<file path="src/rtl/hcpm_pkg.sv">
// Notes on behaviour
// - strap low in reset: first control pin becomes parallel I/O bit
// - strap high in reset: first control pin becomes host address strobe
// - function fixed when reset releases, then kept
// - strap low in reset: second control pin becomes parallel I/O bit
// - strap high in reset: second control pin becomes host byte select
// - first pin I/O bit comes up as input, driver off
// - address strobe is an input to the device
// - second pin I/O bit comes up as input, driver off
// - strobe pulse captures presented address into host address register
// - strobe honoured only in multiplexed mode, ignored otherwise
// - multiplexed host cycle is two back-to-back byte transfers on 8-bit bus
package hcpm_pkg;

  // ==========================================================
  // widths and reset values
  localparam int unsigned HCPM_BYTE_W   = 8;
  localparam int unsigned HCPM_ADDR_W   = 16;
  localparam int unsigned HCPM_SYNC_LEN = 3;
  localparam logic        HCPM_MUX_RST  = 1'b0;
  localparam logic        HCPM_DIR_RST  = 1'b0;
  localparam logic        HCPM_BIT_RST  = 1'b0;

  // pin function after the strap is caught
  typedef enum logic {
    HCPM_FN_GPIO,
    HCPM_FN_HOST
  } hcpm_fn_t;

  // capture of the host address bytes
  typedef enum logic [1:0] {
    HCPM_ST_LATCH,
    HCPM_ST_ARMED,
    HCPM_ST_DONE
  } hcpm_state_t;

endpackage

</file>
<file path="src/rtl/hcpm_top.sv">
`timescale 1ns/1ps
// ==========================================================
// control pin function mux for the host port
module hcpm_top (
  input  wire logic                          clk,
  input  wire logic                          nrst,
  input  wire logic                          ce,
  input  wire logic                          port_function_strap,
  input  wire logic                          host_ctrl_pin_first_i,
  output logic                               host_ctrl_pin_first_o,
  output logic                               host_ctrl_pin_first_oe,
  input  wire logic                          host_ctrl_pin_second_i,
  output logic                               host_ctrl_pin_second_o,
  output logic                               host_ctrl_pin_second_oe,
  input  wire logic [hcpm_pkg::HCPM_BYTE_W-1:0] host_data_i,
  input  wire logic [1:0]                    gpio_dir,
  input  wire logic [1:0]                    gpio_out,
  output logic      [1:0]                    gpio_in,
  output logic                               host_mux_mode,
  output logic      [hcpm_pkg::HCPM_ADDR_W-1:0] host_address_register,
  output logic                               host_addr_valid
);

  // ==========================================================
  // strap capture
  logic               boot_reg;
  logic               boot_next;
  logic               fn_valid_reg;
  logic               fn_valid_next;
  hcpm_pkg::hcpm_fn_t fn_reg;
  hcpm_pkg::hcpm_fn_t fn_next;
  logic               strap_s;

  // strap is an async pin, so it goes through the synchroniser too;
  // this one is never reset, so it keeps sampling while reset is low and
  // shows the strap level held during reset at the first edge after release
  hcpm_sync u_strap_sync (
    .clk  (clk),
    .nrst (1'b1),
    .ce   (ce),
    .din  (port_function_strap),
    .dout (strap_s)
  );

  // catch the strap on the first enabled edge after release; a 4-cycle
  // pipeline lag (three stages plus the output register) means the strap must be steady in the cycles before the release
  always_comb begin
    boot_next     = boot_reg;
    fn_valid_next = fn_valid_reg;
    fn_next       = fn_reg;
    if (ce && !boot_reg) begin
      boot_next     = 1'b1;
      fn_valid_next = 1'b1;
      fn_next       = strap_s ? hcpm_pkg::HCPM_FN_HOST
                              : hcpm_pkg::HCPM_FN_GPIO;
    end
  end

  // held until the next reset; later strap changes ignored
  always_ff @(posedge clk or negedge nrst) begin
    if (!nrst) begin
      boot_reg     <= 1'b0;
      fn_valid_reg <= 1'b0;
      fn_reg       <= hcpm_pkg::HCPM_FN_GPIO;
    end else begin
      boot_reg     <= boot_next;
      fn_valid_reg <= fn_valid_next;
      fn_reg       <= fn_next;
    end
  end

  logic mux_on;
  logic mux_next;
  assign mux_on        = fn_valid_reg && (fn_reg == hcpm_pkg::HCPM_FN_HOST);
  assign mux_next      = fn_valid_next && (fn_next == hcpm_pkg::HCPM_FN_HOST);
  assign host_mux_mode = mux_on;

  // ==========================================================
  // pin synchronisers, one per control pin
  logic [1:0] pin_raw;
  logic [1:0] pin_s;
  assign pin_raw = {host_ctrl_pin_second_i, host_ctrl_pin_first_i};

  genvar g;
  generate
    for (g = 0; g < 2; g++) begin : g_pin
      hcpm_sync u_pin_sync (
        .clk  (clk),
        .nrst (nrst),
        .ce   (ce),
        .din  (pin_raw[g]),
        .dout (pin_s[g])
      );
    end
  endgenerate

  // ==========================================================
  // general-purpose side; drivers only in gpio mode and only if set out
  logic [1:0] oe_reg;
  logic [1:0] oe_next;
  logic [1:0] do_reg;
  logic [1:0] do_next;
  logic [1:0] gi_reg;
  logic [1:0] gi_next;

  always_comb begin
    oe_next = oe_reg;
    do_next = do_reg;
    gi_next = gi_reg;
    if (ce) begin
      // host mode keeps both pins inputs to the device
      oe_next = (fn_valid_reg && !mux_on) ? gpio_dir : 2'h0;
      do_next = gpio_out;
      // next mode, so gpio_in is already quiet when host mode shows
      gi_next = mux_next ? 2'h0 : pin_s;
    end
  end

  // reset leaves both bits inputs with drivers off
  always_ff @(posedge clk or negedge nrst) begin
    if (!nrst) begin
      oe_reg <= {2{hcpm_pkg::HCPM_DIR_RST}};
      do_reg <= {2{hcpm_pkg::HCPM_BIT_RST}};
      gi_reg <= 2'h0;
    end else begin
      oe_reg <= oe_next;
      do_reg <= do_next;
      gi_reg <= gi_next;
    end
  end

  assign host_ctrl_pin_first_o   = do_reg[0];
  assign host_ctrl_pin_first_oe  = oe_reg[0];
  assign host_ctrl_pin_second_o  = do_reg[1];
  assign host_ctrl_pin_second_oe = oe_reg[1];
  assign gpio_in                 = gi_reg;

  // ==========================================================
  // address capture on the strobe; data bus is sampled with the strobe
  // through three stages so data and strobe stay aligned
  logic [hcpm_pkg::HCPM_BYTE_W-1:0] d1_reg, d2_reg, d3_reg;
  logic [hcpm_pkg::HCPM_BYTE_W-1:0] d1_next, d2_next, d3_next;
  logic                             strobe_d_reg;
  logic                             strobe_d_next;
  logic [hcpm_pkg::HCPM_ADDR_W-1:0] addr_reg;
  logic [hcpm_pkg::HCPM_ADDR_W-1:0] addr_next;
  logic                             av_reg;
  logic                             av_next;
  hcpm_pkg::hcpm_state_t            st_reg;
  hcpm_pkg::hcpm_state_t            st_next;
  logic                             strobe_fall;

  // strobe is active low; its falling edge latches the byte
  assign strobe_fall = strobe_d_reg && !pin_s[0];

  always_comb begin
    d1_next       = d1_reg;
    d2_next       = d2_reg;
    d3_next       = d3_reg;
    strobe_d_next = strobe_d_reg;
    addr_next     = addr_reg;
    av_next       = 1'b0;
    st_next       = st_reg;
    if (ce) begin
      d1_next       = host_data_i;
      d2_next       = d1_reg;
      d3_next       = d2_reg;
      strobe_d_next = pin_s[0];
      case (st_reg)
        hcpm_pkg::HCPM_ST_LATCH: begin
          if (mux_on) begin
            st_next = hcpm_pkg::HCPM_ST_ARMED;
          end
        end
        hcpm_pkg::HCPM_ST_ARMED: begin
          if (mux_on && strobe_fall) begin
            // byte select low marks first byte (high half)
            if (!pin_s[1]) begin
              addr_next[hcpm_pkg::HCPM_ADDR_W-1:hcpm_pkg::HCPM_BYTE_W] = d3_reg;
            end else begin
              addr_next[hcpm_pkg::HCPM_BYTE_W-1:0] = d3_reg;
              av_next = 1'b1;
            end
          end
        end
        default: begin
          st_next = hcpm_pkg::HCPM_ST_LATCH;
        end
      endcase
    end else begin
      av_next = av_reg;
    end
  end

  always_ff @(posedge clk or negedge nrst) begin
    if (!nrst) begin
      d1_reg       <= '0;
      d2_reg       <= '0;
      d3_reg       <= '0;
      strobe_d_reg <= 1'b1;
      addr_reg     <= '0;
      av_reg       <= 1'b0;
      st_reg       <= hcpm_pkg::HCPM_ST_LATCH;
    end else begin
      d1_reg       <= d1_next;
      d2_reg       <= d2_next;
      d3_reg       <= d3_next;
      strobe_d_reg <= strobe_d_next;
      addr_reg     <= addr_next;
      av_reg       <= av_next;
      st_reg       <= st_next;
    end
  end

  assign host_address_register = addr_reg;
  assign host_addr_valid       = av_reg;

endmodule

</file>
<file path="src/rtl/hcpm_sync.sv">
`timescale 1ns/1ps
// ==========================================================
// three-stage pin synchroniser; stage 0 feeds only stage 1
module hcpm_sync (
  input  wire logic clk,
  input  wire logic nrst,
  input  wire logic ce,
  input  wire logic din,
  output logic      dout
);

  logic [hcpm_pkg::HCPM_SYNC_LEN-1:0] sh_reg;
  logic [hcpm_pkg::HCPM_SYNC_LEN-1:0] sh_next;
  logic                               out_reg;
  logic                               out_next;

  // shift in, accept a change once last two stages agree
  always_comb begin
    sh_next  = sh_reg;
    out_next = out_reg;
    if (ce) begin
      sh_next = {sh_reg[hcpm_pkg::HCPM_SYNC_LEN-2:0], din};
      if (sh_reg[1] == sh_reg[2]) begin
        out_next = sh_reg[2];
      end
    end
  end

  always_ff @(posedge clk or negedge nrst) begin
    if (!nrst) begin
      sh_reg  <= '0;
      out_reg <= 1'b0;
    end else begin
      sh_reg  <= sh_next;
      out_reg <= out_next;
    end
  end

  assign dout = out_reg;

endmodule

</file>
<file path="config.mk">
export PLATFORM = sky130hd
export DESIGN_NAME = hcpm_top
export DESIGN_NICKNAME = d
export VERILOG_FILES = /design/src/rtl/hcpm_pkg.sv /design/src/rtl/hcpm_top.sv /design/src/rtl/hcpm_sync.sv
export SDC_FILE = /design/constraint.sdc
export NUM_CORES = 1
export LEC_CHECK = 0
export ABC_AREA = 1
export BUFFER_PORTS_ARGS = -buffer_cell sky130_fd_sc_hd__buf_2
export CAP_MARGIN = 20
export CORE_AREA = 10 10 79 81
export DETAILED_ROUTE_END_ITERATION = 8
export DIE_AREA = 0 0 89 91
export PLACE_DENSITY = 0.77
export SETUP_SLACK_MARGIN = 0.5
export SKIP_CTS_REPAIR_TIMING = 1
export SLEW_MARGIN = 25
export SYNTH_ARGS = -nofsm -noshare
export SYNTH_HDL_FRONTEND = slang
export SYNTH_SLANG_ARGS = --single-unit
</file>
<file path="constraint.sdc">
create_clock -name clk -period 2.3 [get_ports clk]
set_clock_uncertainty 0.2 [all_clocks]
set_input_delay 0.46 -clock clk [delete_from_list [all_inputs] [get_ports clk]]
set_output_delay 0.46 -clock clk [all_outputs]
set_load 0.02 [all_outputs]
</file>
==> impl_metrics.env <==
export IMPL_yosysWarnings=0
export IMPL_grt_ovfl_total=0
export IMPL_synth_enable_flop_cells=4
export IMPL_relSlewSlack_pct=65.1
export IMPL_crit_fanout=4
export IMPL_synth_seq_cells=64
export IMPL_r2r_slack_ps=870
export IMPL_layout_drive_gt1_share_pct=25.1
export IMPL_insertion_delay_ps=340
export IMPL_htree_levels=3
export IMPL_worst_setup_path_type="register to output port"
export IMPL_drv_cap=0
export IMPL_vias_per_cell=4.78
export IMPL_largest_reg_flops=16
export IMPL_syn_area_mm2=0.00253
export IMPL_antenna_found_initial=0
export IMPL_cts_num_sinks=64
export IMPL_hold_class="input pin to register"
export IMPL_fin_area_mm2=0.00299
export IMPL_dpl_hpwl_um=3430
export IMPL_ys_top_cells_by_count="nand2_1 (116), dfrtp_1 (59), inv_1 (18)"
export IMPL_wl_um=4750
export IMPL_rows=25
export IMPL_fp_dieH_um=91
export IMPL_nets=328
export IMPL_ys_seq_area_share_pct=64.1
export IMPL_cp_end_kind="output port"
export IMPL_worst_endpoint_arrival_ps=1090
export IMPL_crit_required_ps=1640
export IMPL_cts_max_path_buffers=2
export IMPL_fill_cells=375
export IMPL_netlist_instances=262
export IMPL_yosysTopAreaCellShare_pct=58.3
export IMPL_startpoint_type="register"
export IMPL_fp_dieW_um=89
export IMPL_io_buffers=41
export IMPL_drtAntennaViolNets=0
export IMPL_r2r_cells=5
export IMPL_cts_buffers=9
export IMPL_syn_avg_cell_area_um2=9.66
export IMPL_finalHoldViolations=0
export IMPL_die_area_mm2=0.00810
export IMPL_netlist_top_cell_by_area="dfrtp_1"
export IMPL_placed_area_mm2=0.00279
export IMPL_fin_crit_ps=1750
export IMPL_worst_pin_slew_ps=523
export IMPL_finalPower_mw=2.97
export IMPL_track_usage_pct=13.1
export IMPL_grt_pass1_vias=1724
export IMPL_synth_nets=280
export IMPL_wl_per_cell_um=12.9
export IMPL_yosysUniqueCellTypes=21
export IMPL_fin_crit_sh_pct=76.2
export IMPL_p_leak_nw=1.64
export IMPL_syn_to_final_growth_pct=18.2
export IMPL_async_flop_share_pct=93.8
export IMPL_place_ws_ps=478
export IMPL_grt_max_degree=40
export IMPL_drt_iter0_markers=108
export IMPL_start_util_pct=54.3
export IMPL_design_core_area_mm2=0.00466
export IMPL_drt_pass1_iterations=4
export IMPL_status="completed"
export IMPL_finalSetupViolCount=0
export IMPL_synth_main_ff_cell="dfrtp_1"
export IMPL_layout_setup_ws_ps=547
export IMPL_grt_pass1_wl_um=8250
export IMPL_cts_tree="built"
export IMPL_antenna_cells=0
export IMPL_grt_setup_unrepaired="no"
export IMPL_holdPathStages=1
export IMPL_root_buffer="clkbuf_8"
export IMPL_fin_util_pct=64.2
export IMPL_ios=42
export IMPL_gp_congestion=0.742
export IMPL_powerDensity_mw_per_mm2=994
export IMPL_vdd_drop_max_mv=0.471
export IMPL_synth_area_top_cells="dfrtp_1 (58%), nand2_1 (17%), edfxtp_1 (4.7%), o21ai_0 (3.4%), o21ai_2 (2.8%)"
export IMPL_finalMaxSlewViolations=0
export IMPL_vias=1763
export IMPL_drc=0
export IMPL_final_setup_tns_ps=0
export IMPL_fmax_mhz=571
export IMPL_path_clk_slew_ps=70
export IMPL_yosysMostFrequentCell="nand2_1"
-- area by class of cell --
type                    instances  area [um^2]  area share, %
clock buffers                  13          169           5.65
clock inverters                 3         15.0          0.502
inverters                      21         78.8           2.63
multi-input cells             168          781           26.1
flip-flops and latches         64         1620           54.2
well taps                      54         67.6           2.26
repair buffers                 46          258           8.62
-- critical path, cell delays in order, from the launching register on --
cell     delay, ps
dfrtp_1        430
nand2_4        130
inv_1           50
buf_2          150
-- metal layers --
layer  up-vias  GRT usage, %  share of wire (%)
met1       795          16.5                 46
met5         -             0                  0
met3         5          5.54                6.3
li1        915             -                  -
met2        48          19.0                 46
met4         0          5.97                1.5
-- path summary, 6_finish.rpt --
path                                        start                       end
setup / recovery                           fn_reg             host_mux_mode
hold / removal                port_function_strap    u_strap_sync.sh_reg[0]
setup reg to reg                     strobe_d_reg  host_address_register[6]
hold reg to reg            u_strap_sync.sh_reg[0]    u_strap_sync.sh_reg[1]
max in group asynchronous                    nrst  host_address_register[3]
min in group asynchronous                    nrst              fn_valid_reg
-- layout by cell type (no fill, tap or decap) --
cell | netlist | final
clkbuf_1 | 3 | 1
nand3_4 | 1 | 1
o21ai_2 | 8 | 8
edfxtp_1 | 4 | 4
clkinv_1 | 1 | 1
clkbuf_8 | 0 | 12
inv_1 | 18 | 18
nand4_1 | 8 | 8
nand3_1 | 4 | 4
buf_2 | 4 | 41
inv_2 | 2 | 2
buf_4 | 0 | 3
clkinv_2 | 0 | 3
xor2_1 | 1 | 1
nor2_1 | 5 | 5
dfstp_2 | 1 | 1
nand2_2 | 3 | 2
and2_1 | 1 | 1
o21ai_0 | 17 | 17
buf_12 | 0 | 1
nor2_4 | 3 | 3
dlygate4sd3_1 | 0 | 1
nand2_4 | 1 | 2
nand2_1 | 116 | 116
dfrtp_1 | 59 | 59
-- power breakdown --
part           switching [mW]  internal [mW]
Clock                   0.403          0.474
Sequential              0.114           1.34
Combinational           0.425          0.219
Total                   0.942           2.03
-- kinds of logic (layout without fill, tap and decap cells) --
family / Yosys count / after routing / synth area share (%)
flip-flops: 64 / 64 / 64.1
buffers and inverters: 30 / 83 / 5.24
AO/OA/AOI/OAI: 25 / 25 / 6.13
AND/OR/NAND/NOR: 142 / 142 / 24.2
XOR/XNOR: 1 / 1 / 0.346
-- stage by stage --
stage / instances / hold slack (ps)
detailed placement: 352 / 207
floorplan: 262 / -35.6
global route: 369 / 78.5
global placement: 352 / 217
finish: 369 / 98.7
CTS: 368 / -102
No activity file was read; power rests on OpenSTA's default activity.
